$ cat config.mk
export PLATFORM = sky130hd
export DESIGN_NAME = drx_irq_top
export DESIGN_NICKNAME = d
export VERILOG_FILES = /design/src/drx_pkg.sv /design/src/drx_apb_port.sv /design/src/drx_chan_thresh.sv /design/src/drx_irq_top.sv
export SDC_FILE = /design/constraint.sdc
export NUM_CORES = 1
export LEC_CHECK = 0
export BUFFER_PORTS_ARGS = -buffer_cell sky130_fd_sc_hd__buf_2
export CORE_ASPECT_RATIO = 0.8
export CORE_MARGIN = 2
export CORE_UTILIZATION = 30
export CTS_CLUSTER_SIZE = 16
export DETAILED_ROUTE_END_ITERATION = 16
export PLACE_DENSITY_LB_ADDON = 0.3
export SLEW_MARGIN = 15
export SYNTH_ARGS = -nofsm -noshare
export SYNTH_HDL_FRONTEND = slang
export SYNTH_SLANG_ARGS = --single-unit
$ cat constraint.sdc
create_clock -name i_core_clk -period 21.5 [get_ports i_core_clk]
set_input_delay 3.225 -clock i_core_clk [delete_from_list [all_inputs] [get_ports i_core_clk]]
set_output_delay 3.225 -clock i_core_clk [all_outputs]
set_load 0.01 [all_outputs]
$ cat src/drx_pkg.sv
// Constants, types and helpers shared by the receive DMA interrupt status/mask block.
// Assumes one 40 MHz core clock and an APB master with 32-bit data.
`default_nettype none

package drx_pkg;

	localparam int NUM_CH   = 8;
	localparam int ADDR_W   = 8;
	localparam int DATA_W   = 32;
	localparam int FLAG_W   = 16;
	localparam int LIMIT_W  = 8;
	localparam int COUNT_W  = 16;
	localparam int USED_W   = 8;
	localparam int DMA_W    = 2;
	localparam int EVT_W    = 18;
	localparam int STAT_NUM = 4;

	localparam int FRAME_LSB  = 0;
	localparam int THRESH_LSB = 8;
	localparam int HOST_BIT   = 1;
	localparam int STAT_BIT   = 0;

	localparam logic [ADDR_W-1:0] OFS_RX_RAW     = 8'h00;
	localparam logic [ADDR_W-1:0] OFS_RX_MASKED  = 8'h04;
	localparam logic [ADDR_W-1:0] OFS_RX_SET     = 8'h08;
	localparam logic [ADDR_W-1:0] OFS_RX_CLEAR   = 8'h0c;
	localparam logic [ADDR_W-1:0] OFS_DMA_RAW    = 8'h10;
	localparam logic [ADDR_W-1:0] OFS_DMA_MASKED = 8'h14;
	localparam logic [ADDR_W-1:0] OFS_DMA_ENABLE = 8'h18;
	localparam logic [ADDR_W-1:0] OFS_EVT_STATUS = 8'h1c;
	localparam logic [ADDR_W-1:0] OFS_EVT_MASK   = 8'h20;
	localparam logic [ADDR_W-1:0] OFS_LIMIT_BASE = 8'h40;
	localparam logic [ADDR_W-1:0] OFS_COUNT_BASE = 8'h60;

	localparam logic [FLAG_W-1:0]  RST_RX_ENABLE = 16'h0000;
	localparam logic [DMA_W-1:0]   RST_DMA_EN    = 2'h0;
	localparam logic [EVT_W-1:0]   RST_EVT       = 18'h00000;
	localparam logic [LIMIT_W-1:0] RST_LIMIT     = 8'h00;
	localparam logic [COUNT_W-1:0] RST_COUNT     = 16'h0000;

	typedef enum logic [1:0] {
		APB_IDLE = 2'b00,
		APB_HELD = 2'b01
	} drx_apb_state_t;

	// Per-channel banks are eight consecutive words
	function automatic logic drx_in_bank(input logic [ADDR_W-1:0] addr, input logic [ADDR_W-1:0] base);
		return (addr[7:5] == base[7:5]) && (addr[1:0] == 2'b00);
	endfunction

	function automatic logic [2:0] drx_bank_index(input logic [ADDR_W-1:0] addr);
		return addr[4:2];
	endfunction

endpackage : drx_pkg

`default_nettype wire

$ cat src/drx_apb_port.sv
// APB slave front end: zero-wait access phase, read data captured in the setup cycle.
// Assumes the master holds address and data from setup until pready is seen.
`default_nettype none

module drx_apb_port
	import drx_pkg::*;
(
	input  wire logic                      i_core_clk,
	input  wire logic                      i_rst,
	input  wire logic                      i_clk_en,
	input  wire logic                      i_psel,
	input  wire logic                      i_penable,
	input  wire logic                      i_pwrite,
	input  wire logic [drx_pkg::DATA_W-1:0] i_pwdata,
	input  wire logic [3:0]                i_pstrb,
	input  wire logic [drx_pkg::DATA_W-1:0] i_rd_data,
	input  wire logic                      i_addr_ok,
	output logic                           o_pready,
	output logic      [drx_pkg::DATA_W-1:0] o_prdata,
	output logic                           o_pslverr,
	output logic                           o_wr_stb,
	output logic      [drx_pkg::DATA_W-1:0] o_wr_data
);
	import drx_pkg::*;

	drx_apb_state_t            state_r;
	drx_apb_state_t            state_nxt;
	logic                      err_r;
	logic      [DATA_W-1:0]    lane_mask;

	wire setup_seen = i_psel & ~i_penable;

	assign lane_mask = {{8{i_pstrb[3]}}, {8{i_pstrb[2]}}, {8{i_pstrb[1]}}, {8{i_pstrb[0]}}};
	assign o_pready  = (state_r == APB_HELD) & i_psel & i_penable & i_clk_en;
	assign o_pslverr = o_pready & err_r;
	// Unmapped writes are dropped here so no register ever sees them
	assign o_wr_stb  = o_pready & i_pwrite & ~err_r;
	assign o_wr_data = i_pwdata & lane_mask;

	always_comb begin
		state_nxt = state_r;
		case (state_r)
			APB_IDLE: state_nxt = setup_seen ? APB_HELD : APB_IDLE;
			APB_HELD: state_nxt = o_pready ? APB_IDLE : APB_HELD;
			default:  state_nxt = APB_IDLE;
		endcase
	end

	always_ff @(posedge i_core_clk or posedge i_rst) begin
		if (i_rst) begin
			state_r  <= APB_IDLE;
			err_r    <= 1'b0;
			o_prdata <= '0;
		end else if (i_clk_en) begin
			state_r <= state_nxt;
			if (setup_seen) begin
				err_r    <= ~i_addr_ok;
				o_prdata <= i_pwrite ? '0 : (i_addr_ok ? i_rd_data : '0);
			end
		end
	end
endmodule : drx_apb_port

`default_nettype wire

$ cat src/drx_chan_thresh.sv
// One receive channel's spare-buffer counter, its limit and the low-buffer flag.
// Assumes used-buffer reports come as one-cycle pulses from the receive engine.
`default_nettype none

module drx_chan_thresh
	import drx_pkg::*;
(
	input  wire logic                        i_core_clk,
	input  wire logic                        i_rst,
	input  wire logic                        i_clk_en,
	input  wire logic                        i_limit_wr,
	input  wire logic                        i_count_wr,
	input  wire logic [drx_pkg::DATA_W-1:0]  i_wr_data,
	input  wire logic                        i_used_vld,
	input  wire logic [drx_pkg::USED_W-1:0]  i_used_cnt,
	output logic      [drx_pkg::LIMIT_W-1:0] o_limit,
	output logic      [drx_pkg::COUNT_W-1:0] o_count,
	output logic                             o_low_flag
);
	import drx_pkg::*;

	logic [COUNT_W-1:0] add_term;
	logic [COUNT_W-1:0] sub_term;
	logic [COUNT_W-1:0] count_nxt;

	// Writes add rather than load, so the counter wraps around modulo 2^16 on overflow
	assign add_term  = i_count_wr ? i_wr_data[COUNT_W-1:0] : '0;
	assign sub_term  = i_used_vld ? {{(COUNT_W-USED_W){1'b0}}, i_used_cnt} : '0;
	assign count_nxt = o_count + add_term - sub_term;

	always_ff @(posedge i_core_clk or posedge i_rst) begin
		if (i_rst) begin
			o_limit    <= RST_LIMIT;
			o_count    <= RST_COUNT;
			o_low_flag <= 1'b0;
		end else if (i_clk_en) begin
			if (i_limit_wr) begin
				o_limit <= i_wr_data[LIMIT_W-1:0];
			end
			o_count    <= count_nxt;
			o_low_flag <= o_count < {{(COUNT_W-LIMIT_W){1'b0}}, o_limit};
		end
	end
endmodule : drx_chan_thresh

`default_nettype wire

$ cat src/drx_irq_top.sv
// Receive DMA interrupt status and enable registers with APB access.
// Assumes frame-done, host-fault and counter tops are synchronous levels from the DMA engine.
//
// The register offsets and the APB register port were left to the implementer.
`default_nettype none

module drx_irq_top
	import drx_pkg::*;
(
	input  wire logic                                    i_core_clk,
	input  wire logic                                    i_rst,
	input  wire logic                                    i_clk_en,
	input  wire logic                                    i_psel,
	input  wire logic                                    i_penable,
	input  wire logic                                    i_pwrite,
	input  wire logic [drx_pkg::ADDR_W-1:0]              i_paddr,
	input  wire logic [drx_pkg::DATA_W-1:0]              i_pwdata,
	input  wire logic [3:0]                              i_pstrb,
	output logic                                         o_pready,
	output logic      [drx_pkg::DATA_W-1:0]              o_prdata,
	output logic                                         o_pslverr,
	input  wire logic [drx_pkg::NUM_CH-1:0]              i_rx_frame_done,
	input  wire logic [drx_pkg::NUM_CH-1:0]              i_rx_used_vld,
	input  wire logic [drx_pkg::NUM_CH-1:0][drx_pkg::USED_W-1:0] i_rx_used_cnt,
	input  wire logic                                    i_host_fault,
	input  wire logic [drx_pkg::STAT_NUM-1:0]            i_stat_counter_top,
	output logic                                         o_rx_irq,
	output logic                                         o_dma_irq,
	output logic                                         o_irq
);
	import drx_pkg::*;

	logic [NUM_CH-1:0]  rx_frame_done_flag_r;
	logic               host_fault_flag_r;
	logic               counter_half_flag_r;
	logic [FLAG_W-1:0]  rx_enable_r;
	logic [FLAG_W-1:0]  rx_enable_nxt;
	logic [DMA_W-1:0]   dma_enable_r;
	logic [EVT_W-1:0]   evt_prev_r;
	logic [EVT_W-1:0]   evt_status_r;
	logic [EVT_W-1:0]   evt_status_nxt;
	logic [EVT_W-1:0]   evt_mask_r;

	logic [NUM_CH-1:0]  rx_low_buffer_flag;
	logic [LIMIT_W-1:0] rx_buffer_limit [NUM_CH];
	logic [COUNT_W-1:0] rx_spare_buffer_count [NUM_CH];

	logic [FLAG_W-1:0]  rx_raw;
	logic [FLAG_W-1:0]  rx_masked;
	logic [DMA_W-1:0]   dma_raw;
	logic [DMA_W-1:0]   dma_masked;
	logic [EVT_W-1:0]   evt_src;
	logic [EVT_W-1:0]   evt_rise;
	logic [DATA_W-1:0]  rd_data;
	logic               wr_stb;
	logic [DATA_W-1:0]  wr_data;

	// Status views
	assign rx_raw[FRAME_LSB +: NUM_CH]  = rx_frame_done_flag_r;
	assign rx_raw[THRESH_LSB +: NUM_CH] = rx_low_buffer_flag;
	// Enables are indexed exactly like the status bits
	assign rx_masked = rx_raw & rx_enable_r;
	assign dma_raw[HOST_BIT] = host_fault_flag_r;
	assign dma_raw[STAT_BIT] = counter_half_flag_r;
	assign dma_masked = dma_raw & dma_enable_r;

	assign o_rx_irq  = |rx_masked;
	assign o_dma_irq = |dma_masked;
	assign o_irq     = |(evt_status_r & evt_mask_r);

	// Address decode
	wire [2:0] bank_idx  = drx_bank_index(i_paddr);
	wire       hit_limit = drx_in_bank(i_paddr, OFS_LIMIT_BASE);
	wire       hit_count = drx_in_bank(i_paddr, OFS_COUNT_BASE);
	wire       hit_rx_raw  = (i_paddr == OFS_RX_RAW);
	wire       hit_rx_msk  = (i_paddr == OFS_RX_MASKED);
	wire       hit_rx_set  = (i_paddr == OFS_RX_SET);
	wire       hit_rx_clr  = (i_paddr == OFS_RX_CLEAR);
	wire       hit_dma_raw = (i_paddr == OFS_DMA_RAW);
	wire       hit_dma_msk = (i_paddr == OFS_DMA_MASKED);
	wire       hit_dma_en  = (i_paddr == OFS_DMA_ENABLE);
	wire       hit_evt_st  = (i_paddr == OFS_EVT_STATUS);
	wire       hit_evt_msk = (i_paddr == OFS_EVT_MASK);
	wire       addr_ok = hit_rx_raw | hit_rx_msk | hit_rx_set | hit_rx_clr | hit_dma_raw | hit_dma_msk
		| hit_dma_en | hit_evt_st | hit_evt_msk | hit_limit | hit_count;

	// Upper bits of every register read back as zero
	assign rd_data =
		hit_rx_raw  ? {16'h0000, rx_raw} :
		hit_rx_msk  ? {16'h0000, rx_masked} :
		(hit_rx_set | hit_rx_clr) ? {16'h0000, rx_enable_r} :
		hit_dma_raw ? {30'h00000000, dma_raw} :
		hit_dma_msk ? {30'h00000000, dma_masked} :
		hit_dma_en  ? {30'h00000000, dma_enable_r} :
		hit_evt_st  ? {14'h0000, evt_status_r} :
		hit_evt_msk ? {14'h0000, evt_mask_r} :
		hit_limit   ? {24'h000000, rx_buffer_limit[bank_idx]} :
		hit_count   ? {16'h0000, rx_spare_buffer_count[bank_idx]} :
		32'h00000000;

	// Raw and masked addresses have no write path at all
	wire wr_rx_set  = wr_stb & hit_rx_set;
	wire wr_rx_clr  = wr_stb & hit_rx_clr;
	wire wr_dma_en  = wr_stb & hit_dma_en;
	wire wr_evt_st  = wr_stb & hit_evt_st;
	wire wr_evt_msk = wr_stb & hit_evt_msk;

	// Set and clear are separate addresses, so one write never does both
	assign rx_enable_nxt = wr_rx_set ? (rx_enable_r | wr_data[FLAG_W-1:0]) :
		wr_rx_clr ? (rx_enable_r & ~wr_data[FLAG_W-1:0]) :
		rx_enable_r;

	// Sticky event latch: a new edge wins over a clear in the same cycle
	assign evt_src        = {dma_raw, rx_raw};
	assign evt_rise       = evt_src & ~evt_prev_r;
	assign evt_status_nxt = (evt_status_r & ~(wr_evt_st ? wr_data[EVT_W-1:0] : RST_EVT)) | evt_rise;

	drx_apb_port u_apb (
		.i_core_clk (i_core_clk),
		.i_rst      (i_rst),
		.i_clk_en   (i_clk_en),
		.i_psel     (i_psel),
		.i_penable  (i_penable),
		.i_pwrite   (i_pwrite),
		.i_pwdata   (i_pwdata),
		.i_pstrb    (i_pstrb),
		.i_rd_data  (rd_data),
		.i_addr_ok  (addr_ok),
		.o_pready   (o_pready),
		.o_prdata   (o_prdata),
		.o_pslverr  (o_pslverr),
		.o_wr_stb   (wr_stb),
		.o_wr_data  (wr_data)
	);

	for (genvar g = 0; g < NUM_CH; g++) begin : g_chan
		drx_chan_thresh u_thresh (
			.i_core_clk (i_core_clk),
			.i_rst      (i_rst),
			.i_clk_en   (i_clk_en),
			.i_limit_wr (wr_stb & hit_limit & (bank_idx == 3'(g))),
			.i_count_wr (wr_stb & hit_count & (bank_idx == 3'(g))),
			.i_wr_data  (wr_data),
			.i_used_vld (i_rx_used_vld[g]),
			.i_used_cnt (i_rx_used_cnt[g]),
			.o_limit    (rx_buffer_limit[g]),
			.o_count    (rx_spare_buffer_count[g]),
			.o_low_flag (rx_low_buffer_flag[g])
		);
	end

	always_ff @(posedge i_core_clk or posedge i_rst) begin
		if (i_rst) begin
			rx_frame_done_flag_r <= '0;
			host_fault_flag_r    <= 1'b0;
			counter_half_flag_r  <= 1'b0;
		end else if (i_clk_en) begin
			rx_frame_done_flag_r <= i_rx_frame_done;
			host_fault_flag_r    <= i_host_fault;
			counter_half_flag_r  <= |i_stat_counter_top;
		end
	end

	always_ff @(posedge i_core_clk or posedge i_rst) begin
		if (i_rst) begin
			rx_enable_r  <= RST_RX_ENABLE;
			dma_enable_r <= RST_DMA_EN;
			evt_mask_r   <= RST_EVT;
		end else if (i_clk_en) begin
			rx_enable_r <= rx_enable_nxt;
			if (wr_dma_en) begin
				dma_enable_r <= wr_data[DMA_W-1:0];
			end
			if (wr_evt_msk) begin
				evt_mask_r <= wr_data[EVT_W-1:0];
			end
		end
	end

	always_ff @(posedge i_core_clk or posedge i_rst) begin
		if (i_rst) begin
			evt_prev_r   <= RST_EVT;
			evt_status_r <= RST_EVT;
		end else if (i_clk_en) begin
			evt_prev_r   <= evt_src;
			evt_status_r <= evt_status_nxt;
		end
	end

	// Expected low-buffer flags, one cycle ahead of the registered ones
	logic [NUM_CH-1:0] low_expect;
	always_comb begin
		for (int k = 0; k < NUM_CH; k++) begin
			low_expect[k] = rx_spare_buffer_count[k] < COUNT_W'(rx_buffer_limit[k]);
		end
	end
endmodule : drx_irq_top

`default_nettype wire

==> metrics <==
worst-case hold slack 0.459 ns; final-report max-slew violation count 0; wirelength, routed 82,400 um; crit share post-route between 30% and 40%; worst-path fanout max 89; maximum number of pins on one net before global-route repair about 110; Yosys warnings 0; Syn Std Cell Area about 25,000 um2; master of the slowest instance on the critical path sky130_fd_sc_hd__nor2_1; antenna-violating nets left 0; setup clock skew after layout roughly 0.032 ns; startpoint-to-endpoint class of the critical path input pin to flip-flop; routed via count divided by cell count about 5; buffer count from post-CTS setup fixing 0; non-filler cells in the finished layout ~4,200; overall die area approximately 86,000 um2; number of buffers between clock root and the deepest sink 3; startpoint class of the critical path input pin; result of the run finished, final reports clean; Post-Syn Area per Cell about 8.6 um2; First DRT Iteration DRCs 2,085; met1 layer usage reported by global route 28.6%; number of antenna violations at the first check in global routing 4; Primary FF master, synth sky130_fd_sc_hd__dfrtp_1; Maximum Capacitance Violations 0; Post-Place Cells approximately 4,100; met3 Use GR 2.78%; power after layout around 3.8 mW; distinct cell type count after synthesis 77; transition at the pin with the smallest max-transition slack approximately 1.2 ns; gr ovfl total 0; gate count of the mapped netlist about 2,900; buffer and inverter count on the worst path 3; ranking of synthesized cells by area sky130_fd_sc_hd__dfrtp_1 30%, sky130_fd_sc_hd__ha_1 12%, sky130_fd_sc_hd__inv_1 6.5%; most used routing layer in global routing met1; Crit path largest cell delay 0.99 ns; leakage component of the power 13.4 nW; Nets 3,476; area of the placeable core between 80,000 and 90,000 um2; met2 track demand over resource between 20% and 30%; half-perimeter wire length of the detailed placement result approximately 63,000 um; count of clock tree sinks 302; total of endpoints with negative setup slack in the final report 0; count of input and output buffers between 100 and 150; average routed wire per standard cell between 15 and 20 um; first-pass GRT wire length ~120,000 um; number of global-route vias before repair 19,800; data arrival time of the worst path just under 9 ns; area share of the largest cell type after synthesis a little under a third; leading cell type in the layout, fill and taps excluded sky130_fd_sc_hd__inv_1; DR vias between 20,000 and 25,000; clock-pin slew on the worst setup and hold paths ~0.060 ns; post-cts sizing count 0; clock root buffer master sky130_fd_sc_hd__clkbuf_16; Clock H-tree levels 2; flip-flop and latch count after synthesis about 300; post-synthesis to final-layout area growth 12.3%; Die Span Y between 200 and 300 um; CP top delay family simple AND/OR/NAND/NOR gates; cts bufs inserted 39; final worst path period need 8.26 ns; layout cells sized above 1 11.4%; Critical Path End Type flip-flop; GRT Util Overall between 10% and 20%; proportion of synthesized chip area in sequential cells around 30%; Worst EP required between 20 and 25 ns; top library cells by usage in the layout, fill and taps aside 436 x sky130_fd_sc_hd__inv_1, 431 x sky130_fd_sc_hd__nand2_1, 302 x sky130_fd_sc_hd__dfrtp_1; largest area contributor in the netlist sky130_fd_sc_hd__dfrtp_1; initial core utilization 30.4%; number of enable flip-flop cells after synthesis 0; Final Hold Violating Endpoints 0; die boundary width between 300 and 400 um; I/O pin cnt 172; power density of the placed cells approximately 130 nW/um2; unrepaired setup endpoints after global routing false; router iterations before antenna repair 6; normalized max-slew margin between 20% and 30%; Post-synth ARST share 100%; row count 94; remaining routing DRC violations 0; Hold-fix buffers, CTS 0; clock insertion delay at the later pin of the skew report between 0.5 and 0.6 ns; worst voltage drop across the vdd grid ~0.057 mV; RD Place Congestion approximately 0.92; TritonCTS clock tree yes; worst path cell trace clkbuf_8 > and4_4 > and3b_1 > buf_4 > nand3_1 > nor2_1 > nand2_1 > fa_1 > inv_1 > ha_1 > a2111oi_0 > a211oi_1 > o31ai_1 > mux2i_1 > nand2_1; Post-Route Setup TNS 0 ns; Crit path top cell by count sky130_fd_sc_hd__nand2_1; Min-Delay Path Class flip-flop to flip-flop; Achievable Freq around 0.12 GHz
[kinds of logic after synthesis]
logic type,synth area share (%)
AO/OA/AOI/OAI,17.1
XOR/XNOR,3.50
adder cells (fa/ha/maj),17.0
buffers and inverters,8.93
flip-flops,30.1
multiplexers,7.34
other,0.0149
AND/OR/NAND/NOR,15.9
[flip-flops by register name (all words and copies together) (netlist names), named ones only]
| signal | count |
|---|---|
| counter_half_flag_r | 1 |
| dma_enable_r | 2 |
| evt_mask_r | 18 |
| evt_prev_r | 18 |
| evt_status_r | 18 |
| g_chan.u_thresh.o_count | 128 |
| g_chan.u_thresh.o_limit | 64 |
| g_chan.u_thresh.o_low_flag | 8 |
| host_fault_flag_r | 1 |
| rx_frame_done_flag_r | 8 |
| u_apb.err_r | 1 |
| u_apb.o_prdata | 18 |
| u_apb.state_r | 1 |
[per-stage QoR]
| step | setup WS [ns] | area [um2] | utilization (%) |
|---|---|---|---|
| after detailed placement | 12.66 | 26900 | 32.6 |
| after global placement | 12.67 | 26900 | 32.6 |
| after global routing | 12.84 | 28200 | 34.2 |
| final | 13.24 | 28200 | 34.2 |
| after CTS | 13.26 | 28200 | 34.2 |
| after floorplan | 9.93 | 25200 | - |
[synthesized netlist by cell type (34+ instances only)]
cell,number
sky130_fd_sc_hd__mux4_2,48
sky130_fd_sc_hd__xnor2_1,48
sky130_fd_sc_hd__a211oi_1,37
sky130_fd_sc_hd__mux2i_1,37
sky130_fd_sc_hd__fa_1,64
sky130_fd_sc_hd__a21oi_1,152
sky130_fd_sc_hd__clkbuf_1,67
sky130_fd_sc_hd__a21o_1,48
sky130_fd_sc_hd__inv_1,437
sky130_fd_sc_hd__o21ai_0,267
sky130_fd_sc_hd__dfrtp_1,302
sky130_fd_sc_hd__ha_1,240
sky130_fd_sc_hd__and2_1,77
sky130_fd_sc_hd__nand2_1,432
sky130_fd_sc_hd__xor2_1,37
sky130_fd_sc_hd__nor2_1,119
sky130_fd_sc_hd__mux2_2,35
sky130_fd_sc_hd__nor3_1,34
[layer usage]
| layer | part of all wire (%) | vias up |
|---|---|---|
| met2 | 42 | 611 |
| met5 | 0.013 | - |
| met1 | 49 | 10200 |
| li1 | - | 10200 |
| met4 | 2.6 | 2 |
| met3 | 6.7 | 101 |
[final timing paths]
path	start	endpoint	slack (ns)	cells past startpoint
worst max-delay path	i_clk_en	g_chan[3].u_thresh.o_count[14]	13.24	15
worst min-delay path	evt_prev_r[14]	evt_status_r[14]	0.46	1
worst max register to register	u_apb.state_r[0]	g_chan[3].u_thresh.o_count[14]	16.22	14
worst min register to register	evt_prev_r[14]	evt_status_r[14]	0.46	1
max in group asynchronous	i_rst	asynchronous set/reset pin	16.43	4
min in group asynchronous	i_rst	g_chan[5].u_thresh.o_count[1]	2.83	2
[cell type report]
type	instances	area [um2]
fill	8591	54300
multi-input combinational	2083	15400
sequential	302	7560
inverter	438	1650
tap	1104	1380
clock buffer	54	1120
timing repair buffer	173	957
clock inverter	15	170
antenna	1	2.50
[power breakdown]
part           total, mW  internal [mW]  switching (mW)
sequential         0.896          0.711           0.184
combinational       2.23          0.978            1.25
clock              0.680          0.402           0.278
total               3.80           2.09            1.71
(Power assumes the default switching activity.)
